## src/hdl/tdmsp_pkg.sv

```systemverilog
package tdmsp_pkg;

    // ****************************************
    // Word and frame geometry
    // ****************************************
    localparam int unsigned WORD_BITS    = 16;
    localparam logic [3:0]  BIT_FIRST    = 4'h0;
    localparam logic [3:0]  BIT_LAST     = 4'hf;
    localparam logic [5:0]  SLOT_FIRST   = 6'h00;
    localparam logic [5:0]  SLOT_NET_MIN = 6'h01;  // Two slots at least
    localparam logic [5:0]  SLOT_IDLE    = 6'h3f;  // Outside any frame

    // ****************************************
    // Register map and bus constants
    // ****************************************
    localparam logic [7:0]  OFS_CTRL     = 8'h00;
    localparam logic [7:0]  OFS_CLKDIV   = 8'h04;
    localparam logic [7:0]  OFS_TXDATA   = 8'h08;
    localparam logic [7:0]  OFS_RXDATA   = 8'h0c;
    localparam logic [7:0]  OFS_STATUS   = 8'h10;
    localparam logic [7:0]  DIV_RST      = 8'h04;
    localparam int unsigned HTRANS_ACT   = 1;
    localparam logic        HRESP_OKAY   = 1'b0;

    // Synchroniser lanes for sampled pins
    localparam int unsigned SY_TXFS      = 0;
    localparam int unsigned SY_RXFS      = 1;
    localparam int unsigned SY_RXD       = 2;

    // ****************************************
    // Types
    // ****************************************
    typedef struct packed {
        logic [4:0] slots_m1;
        logic [1:0] port_sel;
        logic       fs_word;
        logic       rx_frame_invert;
        logic       tx_frame_invert;
        logic       rx_clock_polarity;
        logic       tx_clock_polarity;
        logic       rx_int;
        logic       tx_int;
        logic       network;
        logic       gated;
        logic       sync;
        logic       rx_en;
        logic       tx_en;
    } tdmsp_ctrl_t;

    localparam int unsigned CTRL_W = $bits(tdmsp_ctrl_t);

    typedef struct packed {
        logic rx_ovr;
        logic tx_und;
        logic rx_full;
        logic tx_empty;
    } tdmsp_stat_t;

    typedef enum logic [1:0] {
        RX_HUNT  = 2'b01,
        RX_SHIFT = 2'b10
    } tdmsp_rx_st_t;

    // ****************************************
    // Shared functions
    // ****************************************
    // Next {slot, bit} of a free-running frame
    function automatic logic [9:0] frame_step(input logic [3:0] b,
                                              input logic [5:0] s,
                                              input logic [5:0] last);
        logic [9:0] r;
        if (b != BIT_LAST) begin
            r = {s, b + 4'h1};
        end else if (s >= last) begin
            r = {SLOT_FIRST, BIT_FIRST};
        end else begin
            r = {s + 6'h01, BIT_FIRST};
        end
        return r;
    endfunction

    // Index of the last slot of a frame
    function automatic logic [5:0] last_slot(input tdmsp_ctrl_t c);
        logic [5:0] m;
        m = {1'b0, c.slots_m1};
        if (!c.network) begin
            return SLOT_FIRST;
        end
        return (m < SLOT_NET_MIN) ? SLOT_NET_MIN : m;
    endfunction

    // Active-high frame pulse for a position
    function automatic logic fs_level(input logic [5:0] s,
                                      input logic [3:0] b,
                                      input logic       word);
        return (s == SLOT_FIRST) & (word | (b == BIT_FIRST));
    endfunction

    // One-hot port-set mask
    function automatic logic [3:0] sel_mask(input logic [1:0] ps);
        return 4'h1 << ps;
    endfunction

endpackage

```

## src/hdl/tdmsp_bclk.sv

```systemverilog
`timescale 1ns/100ps
module tdmsp_bclk
    import tdmsp_pkg::*;
(
    // Clock and reset
    input  wire logic       i_mclk,
    input  wire logic       i_sys_rst,
    // Mode and pin
    input  wire logic       i_internal,
    input  wire logic       i_run,
    input  wire logic [7:0] i_half_div,
    input  wire logic       i_pin,
    input  wire logic       i_invert,
    // Pin drive and edge strobes
    output logic            o_pin,
    output logic            o_launch,
    output logic            o_sample
);

    logic       sy1_q;
    logic       sy2_q;
    logic       core_q;
    logic       prev_q;
    logic       pin_q;
    logic [7:0] cnt_q;
    logic       core;

    // Two-flop synchroniser; only the second stage is read
    always_ff @(posedge i_mclk) begin
        if (i_sys_rst) begin
            sy1_q <= 1'b0;
            sy2_q <= 1'b0;
        end else begin
            sy1_q <= i_pin;
            sy2_q <= sy1_q;
        end
    end

    // Divider; a gated clock only stops once back at idle low
    always_ff @(posedge i_mclk) begin
        if (i_sys_rst) begin
            cnt_q  <= '0;
            core_q <= 1'b0;
        end else if (!i_internal || !(i_run || core_q)) begin
            cnt_q  <= '0;
            core_q <= 1'b0;
        end else if (cnt_q == '0) begin
            cnt_q  <= i_half_div - 8'h01;
            core_q <= ~core_q;
        end else begin
            cnt_q  <= cnt_q - 8'h01;
        end
    end

    // Non-inverted view of the bit clock
    assign core = i_internal ? core_q : (sy2_q ^ i_invert);

    // Edge finder; pin lags core by one cycle like the strobes
    always_ff @(posedge i_mclk) begin
        if (i_sys_rst) begin
            prev_q <= 1'b0;
            pin_q  <= 1'b0;
        end else begin
            prev_q <= core;
            pin_q  <= core_q ^ i_invert;
        end
    end

    assign o_pin    = pin_q;
    assign o_launch = core & ~prev_q;
    assign o_sample = ~core & prev_q;

endmodule

```

## src/hdl/tdmsp_top.sv

```systemverilog
// The implementer's own choices: the register offsets and the AHB-Lite interface to the registers.
`timescale 1ns/100ps
module tdmsp_top
    import tdmsp_pkg::*;
(
    // Clock and reset
    input  wire logic        i_mclk,
    input  wire logic        i_sys_rst,
    // AHB-Lite slave
    input  wire logic        i_hsel,
    input  wire logic [31:0] i_haddr,
    input  wire logic [1:0]  i_htrans,
    input  wire logic        i_hwrite,
    input  wire logic [2:0]  i_hsize,
    input  wire logic [31:0] i_hwdata,
    input  wire logic        i_hready,
    output logic      [31:0] o_hrdata,
    output logic             o_hreadyout,
    output logic             o_hresp,
    // Transmit pins, one bit per port set
    input  wire logic [3:0]  i_tx_bit_clock,
    output logic      [3:0]  o_tx_bit_clock,
    output logic      [3:0]  o_tx_bit_clock_oe_n,
    input  wire logic [3:0]  i_tx_frame_pulse,
    output logic      [3:0]  o_tx_frame_pulse,
    output logic      [3:0]  o_tx_frame_pulse_oe_n,
    output logic      [3:0]  o_tx_serial_line,
    output logic      [3:0]  o_tx_serial_line_oe_n,
    // Receive pins, one bit per port set
    input  wire logic [3:0]  i_rx_bit_clock,
    output logic      [3:0]  o_rx_bit_clock,
    output logic      [3:0]  o_rx_bit_clock_oe_n,
    input  wire logic [3:0]  i_rx_frame_pulse,
    output logic      [3:0]  o_rx_frame_pulse,
    output logic      [3:0]  o_rx_frame_pulse_oe_n,
    input  wire logic [3:0]  i_rx_serial_line
);

    // ****************************************
    // Declarations
    // ****************************************
    tdmsp_ctrl_t          ctrl_q;
    tdmsp_ctrl_t          ctrl_wr;
    tdmsp_stat_t          stat;
    tdmsp_rx_st_t         rx_st_q;
    logic [7:0]           tx_div_q;
    logic [7:0]           rx_div_q;
    logic [WORD_BITS-1:0] tx_hold_q;
    logic [WORD_BITS-1:0] rx_data_q;
    logic [WORD_BITS-1:0] tx_shift_q;
    logic [WORD_BITS-1:0] rx_shift_q;
    logic                 tx_full_q;
    logic                 rx_full_q;
    logic                 rx_ovr_q;
    logic                 tx_und_q;
    logic                 dph_wr_q;
    logic [7:0]           dph_addr_q;
    logic [31:0]          hrdata_q;
    logic [31:0]          rd_mux;
    logic                 addr_take;
    logic                 rd_take;
    logic                 wr_ctrl;
    logic                 wr_div;
    logic                 wr_tx;
    logic                 rd_rx;
    logic                 rd_stat;
    logic [1:0]           ps;
    logic [5:0]           last;
    logic [2:0]           pin_raw;
    logic [2:0]           sync1_q;
    logic [2:0]           sync2_q;
    logic                 gated_eff;
    logic                 tx_run;
    logic                 rx_run;
    logic                 tx_ck;
    logic                 tx_launch;
    logic                 tx_sample;
    logic                 rx_ck;
    logic                 rx_launch;
    logic                 rx_sample;
    logic                 rx_smp;
    logic                 txfs_lvl;
    logic                 txfs_prev_q;
    logic                 fs_pend_q;
    logic [3:0]           tbit_q;
    logic [5:0]           tslot_q;
    logic [3:0]           tbit_d;
    logic [5:0]           tslot_d;
    logic                 wstart;
    logic                 tx_drv_q;
    logic                 txfs_pin_q;
    logic                 tx_consume;
    logic                 tx_und_ev;
    logic [3:0]           rg_bit_q;
    logic [5:0]           rg_slot_q;
    logic [9:0]           rg_step;
    logic                 rgfs_pin_q;
    logic                 rfs_lvl;
    logic                 rfs_prev_q;
    logic                 fs_rise;
    logic [3:0]           rbit_q;
    logic [5:0]           rslot_q;
    logic                 rx_store;
    logic                 rx_out_en;

    // ****************************************
    // AHB-Lite slave
    // ****************************************
    // Zero wait states; every answer is OKAY
    assign o_hreadyout = 1'b1;
    assign o_hresp     = HRESP_OKAY;
    assign o_hrdata    = hrdata_q;
    assign addr_take   = i_hsel & i_htrans[HTRANS_ACT] & i_hready;
    assign rd_take     = addr_take & ~i_hwrite;

    // Address phase is captured, write data applied in the data phase
    always_ff @(posedge i_mclk) begin
        if (i_sys_rst) begin
            dph_wr_q   <= 1'b0;
            dph_addr_q <= '0;
        end else begin
            dph_wr_q   <= addr_take & i_hwrite;
            dph_addr_q <= i_haddr[7:0];
        end
    end

    assign wr_ctrl = dph_wr_q & (dph_addr_q == OFS_CTRL);
    assign wr_div  = dph_wr_q & (dph_addr_q == OFS_CLKDIV);
    assign wr_tx   = dph_wr_q & (dph_addr_q == OFS_TXDATA);
    assign rd_rx   = rd_take & (i_haddr[7:0] == OFS_RXDATA);
    assign rd_stat = rd_take & (i_haddr[7:0] == OFS_STATUS);
    assign stat    = '{rx_ovr: rx_ovr_q, tx_und: tx_und_q,
                       rx_full: rx_full_q, tx_empty: ~tx_full_q};

    // Read mux; unmapped words read zero
    always_comb begin
        unique case (i_haddr[7:0])
            OFS_CTRL:   rd_mux = 32'(ctrl_q);
            OFS_CLKDIV: rd_mux = 32'({rx_div_q, tx_div_q});
            OFS_TXDATA: rd_mux = 32'(tx_hold_q);
            OFS_RXDATA: rd_mux = 32'(rx_data_q);
            OFS_STATUS: rd_mux = 32'(stat);
            default:    rd_mux = '0;
        endcase
    end

    // Read data is registered so it stands through the data phase
    always_ff @(posedge i_mclk) begin
        if (i_sys_rst) begin
            hrdata_q <= '0;
        end else if (rd_take) begin
            hrdata_q <= rd_mux;
        end
    end

    // Control write never keeps gated together with network
    always_comb begin
        ctrl_wr       = tdmsp_ctrl_t'(i_hwdata[CTRL_W-1:0]);
        ctrl_wr.gated = ctrl_wr.gated & ~ctrl_wr.network;
    end

    // Configuration registers
    always_ff @(posedge i_mclk) begin
        if (i_sys_rst) begin
            ctrl_q   <= '0;
            tx_div_q <= DIV_RST;
            rx_div_q <= DIV_RST;
        end else begin
            if (wr_ctrl) begin
                ctrl_q <= ctrl_wr;
            end
            if (wr_div) begin
                tx_div_q <= i_hwdata[7:0];
                rx_div_q <= i_hwdata[15:8];
            end
        end
    end

    // Data registers
    always_ff @(posedge i_mclk) begin
        if (i_sys_rst) begin
            tx_hold_q <= '0;
            rx_data_q <= '0;
        end else begin
            if (wr_tx) begin
                tx_hold_q <= i_hwdata[WORD_BITS-1:0];
            end
            if (rx_store) begin
                rx_data_q <= {rx_shift_q[WORD_BITS-2:0], sync2_q[SY_RXD]};
            end
        end
    end

    // Status flags; a hardware set beats a clear in the same cycle
    always_ff @(posedge i_mclk) begin
        if (i_sys_rst) begin
            tx_full_q <= 1'b0;
            rx_full_q <= 1'b0;
            rx_ovr_q  <= 1'b0;
            tx_und_q  <= 1'b0;
        end else begin
            tx_full_q <= wr_tx | (tx_full_q & ~tx_consume);
            rx_full_q <= rx_store | (rx_full_q & ~rd_rx);
            rx_ovr_q  <= (rx_store & rx_full_q) | (rx_ovr_q & ~rd_stat);
            tx_und_q  <= tx_und_ev | (tx_und_q & ~rd_stat);
        end
    end

    // ****************************************
    // Port-set routing and pin sampling
    // ****************************************
    assign ps      = ctrl_q.port_sel;
    assign pin_raw = {i_rx_serial_line[ps], i_rx_frame_pulse[ps],
                      i_tx_frame_pulse[ps]};

    // Two-flop synchronisers for the sampled pins
    always_ff @(posedge i_mclk) begin
        if (i_sys_rst) begin
            sync1_q <= '0;
            sync2_q <= '0;
        end else begin
            sync1_q <= pin_raw;
            sync2_q <= sync1_q;
        end
    end

    // ****************************************
    // Bit clocks
    // ****************************************
    assign gated_eff = ctrl_q.gated & ~ctrl_q.network;
    assign tx_run    = ~gated_eff | (ctrl_q.tx_en & tx_full_q) | tx_drv_q;
    assign rx_run    = ~gated_eff | ctrl_q.rx_en;
    assign last      = last_slot(ctrl_q);

    tdmsp_bclk u_tx_bclk (
        .i_mclk     (i_mclk),
        .i_sys_rst  (i_sys_rst),
        .i_internal (ctrl_q.tx_int),
        .i_run      (tx_run),
        .i_half_div (tx_div_q),
        .i_pin      (i_tx_bit_clock[ps]),
        .i_invert   (ctrl_q.tx_clock_polarity),
        .o_pin      (tx_ck),
        .o_launch   (tx_launch),
        .o_sample   (tx_sample)
    );

    tdmsp_bclk u_rx_bclk (
        .i_mclk     (i_mclk),
        .i_sys_rst  (i_sys_rst),
        .i_internal (ctrl_q.rx_int),
        .i_run      (rx_run),
        .i_half_div (rx_div_q),
        .i_pin      (i_rx_bit_clock[ps]),
        .i_invert   (ctrl_q.rx_clock_polarity),
        .o_pin      (rx_ck),
        .o_launch   (rx_launch),
        .o_sample   (rx_sample)
    );

    // Receive sampling edge of the shared or the own clock
    assign rx_smp = ctrl_q.sync ? tx_sample : rx_sample;

    // ****************************************
    // Transmit framing and shifter
    // ****************************************
    assign txfs_lvl = sync2_q[SY_TXFS] ^ ctrl_q.tx_frame_invert;

    // External frame pulse seen on a sample edge starts the next word
    always_ff @(posedge i_mclk) begin
        if (i_sys_rst) begin
            txfs_prev_q <= 1'b0;
            fs_pend_q   <= 1'b0;
        end else if (tx_sample) begin
            txfs_prev_q <= txfs_lvl;
            if (txfs_lvl && !txfs_prev_q) begin
                fs_pend_q <= 1'b1;
            end
        end else if (tx_launch) begin
            fs_pend_q <= 1'b0;
        end
    end

    // Next bit position; external framing idles after the last slot
    always_comb begin
        {tslot_d, tbit_d} = frame_step(tbit_q, tslot_q, last);
        if (!ctrl_q.tx_int) begin
            if (fs_pend_q) begin
                {tslot_d, tbit_d} = {SLOT_FIRST, BIT_FIRST};
            end else if (tslot_q == SLOT_IDLE
                         || (tbit_q == BIT_LAST && tslot_q >= last)) begin
                {tslot_d, tbit_d} = {SLOT_IDLE, BIT_LAST};
            end
        end
        // Gated clock restarts on a word, never mid-frame with idle bits
        if (ctrl_q.tx_int && gated_eff && !tx_drv_q) begin
            {tslot_d, tbit_d} = {SLOT_FIRST, BIT_FIRST};
        end
    end

    assign wstart     = (tbit_d == BIT_FIRST) & (tslot_d != SLOT_IDLE);
    assign tx_consume = tx_launch & wstart & ctrl_q.tx_en & tx_full_q;
    // Gated clock stops when empty, so no underrun there
    assign tx_und_ev  = tx_launch & wstart & ctrl_q.tx_en & ~tx_full_q & ~gated_eff;

    // Transmit position, shifter, data drive and frame pin move on launch edges only
    always_ff @(posedge i_mclk) begin
        if (i_sys_rst) begin
            tbit_q     <= BIT_LAST;
            tslot_q    <= SLOT_IDLE;
            tx_shift_q <= '0;
            tx_drv_q   <= 1'b0;
            txfs_pin_q <= 1'b0;
        end else if (tx_launch) begin
            tbit_q     <= tbit_d;
            tslot_q    <= tslot_d;
            txfs_pin_q <= fs_level(tslot_d, tbit_d, ctrl_q.fs_word)
                          ^ ctrl_q.tx_frame_invert;
            if (wstart) begin
                tx_drv_q   <= ctrl_q.tx_en & tx_full_q;
                tx_shift_q <= tx_hold_q;
            end else if (tslot_d == SLOT_IDLE) begin
                tx_drv_q   <= 1'b0;
            end else begin
                tx_shift_q <= {tx_shift_q[WORD_BITS-2:0], 1'b0};
            end
        end
    end

    // ****************************************
    // Receive frame generator (async, internal clock)
    // ****************************************
    assign rg_step = frame_step(rg_bit_q, rg_slot_q, last);

    always_ff @(posedge i_mclk) begin
        if (i_sys_rst) begin
            rg_bit_q   <= BIT_LAST;
            rg_slot_q  <= SLOT_IDLE;
            rgfs_pin_q <= 1'b0;
        end else if (rx_launch) begin
            {rg_slot_q, rg_bit_q} <= rg_step;
            rgfs_pin_q <= fs_level(rg_step[9:4], rg_step[3:0], ctrl_q.fs_word)
                          ^ ctrl_q.rx_frame_invert;
        end
    end

    // Frame level seen by the receiver, always active high
    always_comb begin
        if (ctrl_q.sync) begin
            rfs_lvl = ctrl_q.tx_int ? (txfs_pin_q ^ ctrl_q.tx_frame_invert)
                                    : txfs_lvl;
        end else if (ctrl_q.rx_int) begin
            rfs_lvl = rgfs_pin_q ^ ctrl_q.rx_frame_invert;
        end else begin
            rfs_lvl = sync2_q[SY_RXFS] ^ ctrl_q.rx_frame_invert;
        end
    end

    // ****************************************
    // Receive shifter
    // ****************************************
    assign fs_rise  = rfs_lvl & ~rfs_prev_q;
    assign rx_store = rx_smp & ctrl_q.rx_en & ~fs_rise
                      & (rx_st_q == RX_SHIFT) & (rbit_q == BIT_LAST);

    // A fresh frame edge always restarts the word, even mid-word
    always_ff @(posedge i_mclk) begin
        if (i_sys_rst) begin
            rfs_prev_q <= 1'b0;
            rx_st_q    <= RX_HUNT;
            rbit_q     <= BIT_FIRST;
            rslot_q    <= SLOT_FIRST;
            rx_shift_q <= '0;
        end else if (rx_smp) begin
            rfs_prev_q <= rfs_lvl;
            if (!ctrl_q.rx_en) begin
                rx_st_q <= RX_HUNT;
            end else if (fs_rise) begin
                rx_st_q    <= RX_SHIFT;
                rx_shift_q <= {rx_shift_q[WORD_BITS-2:0], sync2_q[SY_RXD]};
                {rslot_q, rbit_q} <= {SLOT_FIRST, BIT_FIRST + 4'h1};
            end else begin
                unique case (rx_st_q)
                    RX_HUNT: begin
                        rx_st_q <= RX_HUNT;
                    end
                    RX_SHIFT: begin
                        rx_shift_q <= {rx_shift_q[WORD_BITS-2:0],
                                       sync2_q[SY_RXD]};
                        {rslot_q, rbit_q} <= frame_step(rbit_q, rslot_q, last);
                        if (rbit_q == BIT_LAST && rslot_q >= last) begin
                            rx_st_q <= RX_HUNT;
                        end
                    end
                    default: begin
                        rx_st_q <= RX_HUNT;
                    end
                endcase
            end
        end
    end

    // ****************************************
    // Pin drivers; only the selected set is enabled
    // ****************************************
    assign rx_out_en = ~ctrl_q.sync & ctrl_q.rx_int;

    assign o_tx_bit_clock        = {4{tx_ck}};
    assign o_tx_bit_clock_oe_n   = ~(sel_mask(ps) & {4{ctrl_q.tx_int}});
    assign o_tx_frame_pulse      = {4{txfs_pin_q}};
    assign o_tx_frame_pulse_oe_n = ~(sel_mask(ps) & {4{ctrl_q.tx_int}});
    assign o_tx_serial_line      = {4{tx_shift_q[WORD_BITS-1]}};
    assign o_tx_serial_line_oe_n = ~(sel_mask(ps) & {4{tx_drv_q}});
    assign o_rx_bit_clock        = {4{rx_ck}};
    assign o_rx_bit_clock_oe_n   = ~(sel_mask(ps) & {4{rx_out_en}});
    assign o_rx_frame_pulse      = {4{rgfs_pin_q}};
    assign o_rx_frame_pulse_oe_n = ~(sel_mask(ps) & {4{rx_out_en}});

endmodule

```

## config.mk

```make
export PLATFORM = sky130hd
export DESIGN_NAME = tdmsp_top
export DESIGN_NICKNAME = d
export VERILOG_FILES = /design/src/hdl/tdmsp_pkg.sv /design/src/hdl/tdmsp_bclk.sv /design/src/hdl/tdmsp_top.sv
export SDC_FILE = /design/constraint.sdc
export NUM_CORES = 1
export LEC_CHECK = 0
export BUFFER_PORTS_ARGS = -buffer_cell sky130_fd_sc_hd__buf_2
export CAP_MARGIN = 30
export CORE_MARGIN = 10
export CORE_UTILIZATION = 61
export DETAILED_ROUTE_END_ITERATION = 12
export GPL_ROUTABILITY_DRIVEN = 0
export GPL_TIMING_DRIVEN = 0
export PLACE_DENSITY = 0.86
export SETUP_SLACK_MARGIN = 0.2
export SYNTH_ARGS = -nofsm -noshare
export SYNTH_HDL_FRONTEND = slang
export SYNTH_SLANG_ARGS = --single-unit
```

## constraint.sdc

```tcl
create_clock -name i_mclk -period 7 [get_ports i_mclk]
set_input_delay 0.35 -clock i_mclk [delete_from_list [all_inputs] [get_ports i_mclk]]
set_output_delay 0.35 -clock i_mclk [all_outputs]
set_load 0.01 [all_outputs]
```

==> run_results.csv, run 1 <==
group,metric,value,unit
run_status,status,"completed",
logic_synthesis,syn-cell-area,0.00985,sq mm
placement,hpwlAfterDp,21900,um
logic_synthesis,synthTopCellsByCount,"200 x dfxtp_1, 195 x nand2_1, 129 x a21oi_1",
floorplanning,core_area,0.0158,sq mm
timing,tightest_slew,808,ps
global_route,grt_first_pass_wirelength,47300,um
logic_synthesis,netlist.area_leader.share,40.7,%
setup_path,cp-end-kind,"flop",
timing,hold_slack,137,ps
global_route,grt_overflow,0,
logic_synthesis,synth_ff_type,"dfxtp_1",
global_route,antenna_found_initial,1,
layout,final_area,0.0113,sq mm
floorplanning,die_w,147,um
floorplanning,dieArea,0.0216,sq mm
layout,final_nets,1396,
clock_network,cts_buffer_depth,2,
global_route,grt_start_max_net_pins,17,
timing,final.setup.tns,0,ps
logic_synthesis,synth_compound_area_share,19.0,%
logic_synthesis,syn_inst,1135,
setup_path,path_cells,"nor4_1, o21a_1, ha_1, nand2b_1, a21oi_1, o21ai_1, o41ai_2, o2111ai_2, buf_6, a21oi_1, a211oi_2",
logic_synthesis,synth_seq_cells,200,
flow_run,cap_violations,0,
detailed_routing,antenna_left,0,
timing,finClkSkew,8.97,ps
setup_path,critical-path-top-delay-family,"compound AO/OA/AOI/OAI gates",
timing,final_max_slew_viol_count,0,
logic_synthesis,yosys.area_share.simple,19.9,%
logic_synthesis,synth.yosys.warnings,0,
placement,portBuffers,111,
power_and_ir_drop,powerDensity,213,mW/mm^2
clock_network,cts_buffers,17,
clock_network,hold_buffers,0,
logic_synthesis,synth_fa_ha_area_share,2.92,%
detailed_routing,wl,29600,um
placement,place_area,0.0107,sq mm
global_route,grt.total_usage,26.8,%
floorplanning,pin_count,168,
logic_synthesis,synth_enable_flop_cells,0,
logic_synthesis,ys_seq_area_share,40.7,%
timing,rsz0062_at_grt,"no",
logic_synthesis,synthDistinctLibCells,79,
timing,clock.fmax,0.310,GHz
logic_synthesis,avgSynthCellArea,8.67,sq um
setup_path,critPathSlowestCell,"o41ai_2",
clock_network,cts_tree,"yes",
logic_synthesis,synthXorXnorAreaFrac,2.05,%
setup_path,slowest_delay,440,ps
logic_synthesis,yosys.cell_count.top_type,"dfxtp_1",
timing,finalSetupViolations,0,
setup_path,path_class,"reg -> reg",
layout,syn_to_final_growth,15.1,%
logic_synthesis,yosysTopAreaCell,"dfxtp_1",
layout,drive_gt1_share,20.4,%
timing,period_minus_slack,3230,ps
detailed_routing,drc,0,
logic_synthesis,synth-async-reset-ratio,0,%
worst_hold_path,hold_class,"in -> reg",
timing,max_slew_margin,44.8,%
logic_synthesis,synthMuxAreaShare,8.37,%
setup_path,crit_top_cell,"a21oi_1",
floorplanning,dieHeight,147,um
clock_network,clk_pin_slew,70,ps
detailed_routing,drt_first_iter_violations,1129,
detailed_routing,wl_per_cell,19.6,um
clock_network,post_cts_buffers,0,
detailed_routing,dr.pass1.iters,6,
power_and_ir_drop,peakVddDrop,177,uV
setup_path,cp_data_arrival_time,3520,ps
setup_path,cp_num_buf_inv,1,
clock_network,cts-root-buf,"clkbuf_16",
detailed_routing,vias,9302,
detailed_routing,avgViaCountPerCell,6.17,
power_and_ir_drop,p_leak,4.42,nW
setup_path,cp_max_fo,10,
clock_network,cts.sinks,200,
floorplanning,start_util,62.2,%
clock_network,h-tree-depth,4,
clock_network,clock_latency,440,ps
timing,hold_viol_final,0,
setup_path,cp-start-kind,"flop",
clock_network,ctsResizeCount,0,
floorplanning,num_rows,46,
global_route,grt_pass1_vias,8911,
timing,finalCritPeriodShare,46.1,%
logic_synthesis,ys_top_cells_by_area,"dfxtp_1 41%, nand2_1 7.4%, a21oi_1 6.6%",
setup_path,worstPathRequired,7290,ps
logic_synthesis,synth_top_family_by_area,"simple AND/OR/NAND/NOR gates",
routing by layer:
layer  track usage (%)  vias up  wire length [um]
met2              42.0      576             13300
met3              7.16       88              3400
met5                 0        -                 0
met4              11.6        0              1190
li1                  -     4286                 -
met1              34.1     4352             11700
cells in the final DEF, fill, tap and decap left out, types with 22 or more instances in the layout:
cell type / synthesis / layout
a21oi_1: 129 / 129
buf_2: 11 / 123
buf_4: 52 / 52
clkbuf_1: 40 / 41
dfxtp_1: 200 / 200
ha_1: 23 / 23
mux2i_1: 36 / 36
nand2_1: 195 / 195
nand3_1: 39 / 39
nor2_1: 72 / 72
nor2b_1: 22 / 22
nor3_1: 24 / 24
o21ai_0: 33 / 33
worst paths after layout:
check             cells after the start       startpoint  slack, ps              end
hold reg to reg                       1  u_rx_bclk.sy1_q        450  u_rx_bclk.sy2_q
hold / removal                        2       i_haddr[0]        140    dph_addr_q[0]
setup reg to reg                     11       ctrl_q[15]       3770   tx_shift_q[13]
setup / recovery                     11       ctrl_q[15]       3770   tx_shift_q[13]
power by group:
group	leakage, nW	internal (mW)	switching [mW]
combinational	2.52	0.0891	0.139
clock	0.285	0.580	0.435
sequential	1.62	1.15	0.0156
total	4.42	1.82	0.590
cell families (layout without fill, tap and decap cells):
| family | after synthesis | after routing |
|---|---|---|
| buffers and inverters | 121 | 263 |
| AND/OR/NAND/NOR | 423 | 423 |
| other | 2 | 16 |
| AO/OA/AOI/OAI | 283 | 283 |
| adder cells (fa/ha/maj) | 23 | 23 |
| multiplexers | 60 | 60 |
| XOR/XNOR | 23 | 23 |
| flip-flops | 200 | 200 |
layout make-up:
type	instances	area, sq um
tap	216	270
clock inverter	10	144
inverter	12	45.0
multi-input combinational	827	5200
buffer	109	641
fill	1179	4500
timing repair buffer	112	561
antenna	1	2.50
sequential	200	4000
clock buffer	20	457
state kept, by name, indices dropped and copies added (netlist names), 6 cells and up:
| signal | flops |
|---|---|
| o_hrdata | 19 |
| rx_shift_q | 15 |
| u_rx_bclk.cnt_q | 8 |
| tslot_q | 6 |
| rslot_q | 6 |
| tx_hold_q | 16 |
| tx_div_q | 8 |
| rg_slot_q | 6 |
| rx_div_q | 8 |
| u_tx_bclk.cnt_q | 8 |
| rx_data_q | 16 |
| tx_shift_q | 16 |
| dph_addr_q | 8 |
| ctrl_q | 17 |
per-stage QoR:
stage	worst slack, ps	total power [mW]	cells	util (%)
2_1_floorplan	4380	1.35	1148	-
3_3_place_gp	3920	1.41	1475	67.7
3_5_place_dp	3850	1.41	1476	67.8
4_1_cts	3840	2.41	1506	71.6
5_1_grt	3660	2.48	1507	71.6
6_report	3770	2.41	1507	71.6
Power figures use the tool's default switching activity.
==> run 2, diff against run 1 <==
Settings changed: CORE_UTILIZATION 61 to 51, PLACE_DENSITY 0.86 to 0.76.
Clock period 7 ns to 2.9 ns, I/O delays scaled along.
==> run 2 against run 1 <==
Against the previous run:
- routed wire length grew 1.1%
- combinational power grew to 2.7 times the previous value
- via count shrank 0.45%
- largest power group unchanged
- sequential power grew 140%
- critical endpoint is now tx_shift_q[0]
- fmax grew 20%
==> run_results.csv, run 2 (synthesis results as in run 1) <==
group,metric,value,unit
layout,antenna_cells,0,
setup_path,slowest_delay,490,ps
timing,max_slew_margin,43.7,%
detailed_routing,dr.pass1.iters,5,
layout,final_common_cell,"dfxtp_1",
setup_path,cp_data_arrival_time,3070,ps
setup_path,critPathSlowestCell,"or4b_4",
setup_path,worst_r2r_startpoint,"ctrl_q[18]",
worst_hold_path,hold_class,"in -> reg",
timing,tightest_slew,844,ps
clock_network,cts_tree,"yes",
timing,period_minus_slack,2690,ps
clock_network,clock_latency,450,ps
setup_path,worstPathRequired,3280,ps
setup_path,cp-start-kind,"flop",
timing,hold_viol_final,0,
detailed_routing,vias,9260,
layout,regArea,0.00402,sq mm
detailed_routing,drt_first_iter_violations,854,
floorplanning,num_rows,50,
timing,rsz0062_at_grt,"yes",
flow_run,cap_violations,0,
detailed_routing,antenna_left,0,
setup_path,critical-path-top-delay-family,"compound AO/OA/AOI/OAI gates",
setup_path,cp_num_buf_inv,0,
timing,final_max_slew_viol_count,0,
timing,final.setup.tns,0,ps
timing,clock.fmax,0.371,GHz
detailed_routing,wl,29900,um
power_and_ir_drop,p_leak,4.61,nW
worst_hold_path,min_delay_worst_endpoint,"dph_wr_q",
layout,syn_to_final_growth,20.9,%
floorplanning,dieHeight,159,um
power_and_ir_drop,peakVddDrop,508,uV
timing,timing.final.ws_setup,206,ps
floorplanning,pin_count,168,
setup_path,path_cells,"nor4_4, o21a_2, ha_4, nand2b_4, a21oi_4, o211ai_1, o21ai_2, o2111a_2, or4b_4, a21oi_2",
floorplanning,dieArea,0.0253,sq mm
detailed_routing,wl_per_cell,18.9,um
run_status,status,"completed",
layout,final_nets,1430,
layout,drive_gt1_share,23.1,%
clock_network,clk_pin_slew,70,ps
timing,finalCritPeriodShare,92.9,%
floorplanning,core_area,0.0188,sq mm
global_route,grt.total_usage,22.6,%
placement,portBuffers,111,
clock_network,cts.sinks,200,
power_and_ir_drop,powerDensity,491,mW/mm^2
clock_network,cts-root-buf,"clkbuf_16",
global_route,grt_start_max_net_pins,18,
clock_network,h-tree-depth,4,
timing,finalSetupViolations,0,
placement,preCtsSetupSlack,-262,ps
clock_network,cts_buffers,17,
global_route,grt_overflow,0,
worst_hold_path,hold_start,"i_htrans[1]",
setup_path,reg2reg_to,"tx_shift_q[0]",
layout,multiInputGateArea,0.00540,sq mm
layout,largest_reg_flops,19,
layout,final_cell_mix,"195 x dfxtp_1, 193 x nand2_1, 127 x a21oi_1, 121 x buf_2, 72 x nor2_1",
layout,fill_cells,1574,
layout,final_util,63.2,%
floorplanning,die_w,159,um
global_route,antenna_found_initial,0,
global_route,grt_pass1_vias,8695,
worst_hold_path,min_path_cells,3,
setup_path,reg2reg_slack,210,ps
setup_path,path_class,"reg -> reg",
setup_path,r2r_cells,10,
clock_network,cts_buffer_depth,2,
setup_path,cp_max_fo,4,
timing,finClkSkew,9.47,ps
floorplanning,start_util,52.3,%
global_route,grt_first_pass_wirelength,46700,um
setup_path,cp-end-kind,"flop",
detailed_routing,avgViaCountPerCell,5.84,
detailed_routing,drc,0,
placement,hpwlAfterDp,22300,um
-- run 2: cell count changes in the layout (fill, tap and decap cells not counted), moves of 3 or more --
cell | previous run | this run
buf_4 | 52 | 63
clkinv_2 | 1 | 5
dfxtp_1 | 200 | 195
dfxtp_4 | 0 | 4
dlygate4sd3_1 | 0 | 24
ha_1 | 23 | 20
-- run 2: layout make-up --
cell class,instances,share of cell area [%]
inverters,12,0.378
multi-input cells,827,45.3
repair buffers,146,7.36
plain buffers,109,5.50
well taps,260,2.73
clock buffers,18,3.69
clock inverters,14,1.23
flip-flops and latches,200,33.8
-- run 2: worst min-delay path: cells and delay by family --
kind	cells	cell delay, ps
simple gates	2	180
buf+inv	1	100
-- run 2: report_power, final --
| group | internal (mW) | switching (mW) |
|---|---|---|
| logic | 0.256 | 0.357 |
| registers | 2.78 | 0.0386 |
| clock network | 1.30 | 1.11 |
| total | 4.34 | 1.51 |
-- run 2: layer usage --
layer  global-route usage (%)  share of wire (%)  vias up
met5                        0                  0        -
met4                     9.98                3.7        0
li1                         -                  -     4354
met2                     35.4                 45      427
met1                     29.1                 42     4401
met3                     5.42                9.3       78
-- run 2: worst max path at each step --
stage / slack [ps] / endpoint / cells after the start / from
6_report: 210 / tx_shift_q[0] / 10 / ctrl_q[18]
3_5_place_dp: -260 / tx_shift_q[9] / 11 / ctrl_q[15]
2_1_floorplan: 280 / tx_shift_q[10] / 11 / ctrl_q[15]
5_1_grt: 140 / tx_shift_q[0] / 10 / ctrl_q[18]
4_1_cts: 180 / tx_shift_q[0] / 10 / ctrl_q[15]
3_3_place_gp: -180 / tx_shift_q[12] / 11 / ctrl_q[15]
-- run 2: per-stage QoR --
step | instances | cell area [sq um] | power [mW] | hold slack, ps
2_1_floorplan | 1148 | 9890 | 3.25 | 270
3_3_place_gp | 1519 | 10800 | 3.41 | 375
3_5_place_dp | 1520 | 10800 | 3.42 | 388
4_1_cts | 1579 | 11700 | 5.81 | 1.07
5_1_grt | 1586 | 11900 | 6.02 | 8.02
6_report | 1586 | 11900 | 5.85 | 16.1
-- run 2: repair_timing --
action | CTS | global route
hold endpoints to repair | 40 | 0
endpoints found under the setup margin | 29 | 33
hold buffers | 24 | 0
gates resized for setup | 13 | 36
pin swaps | 6 | 14
buffers inserted | 3 | 7
cloned | 0 | 0
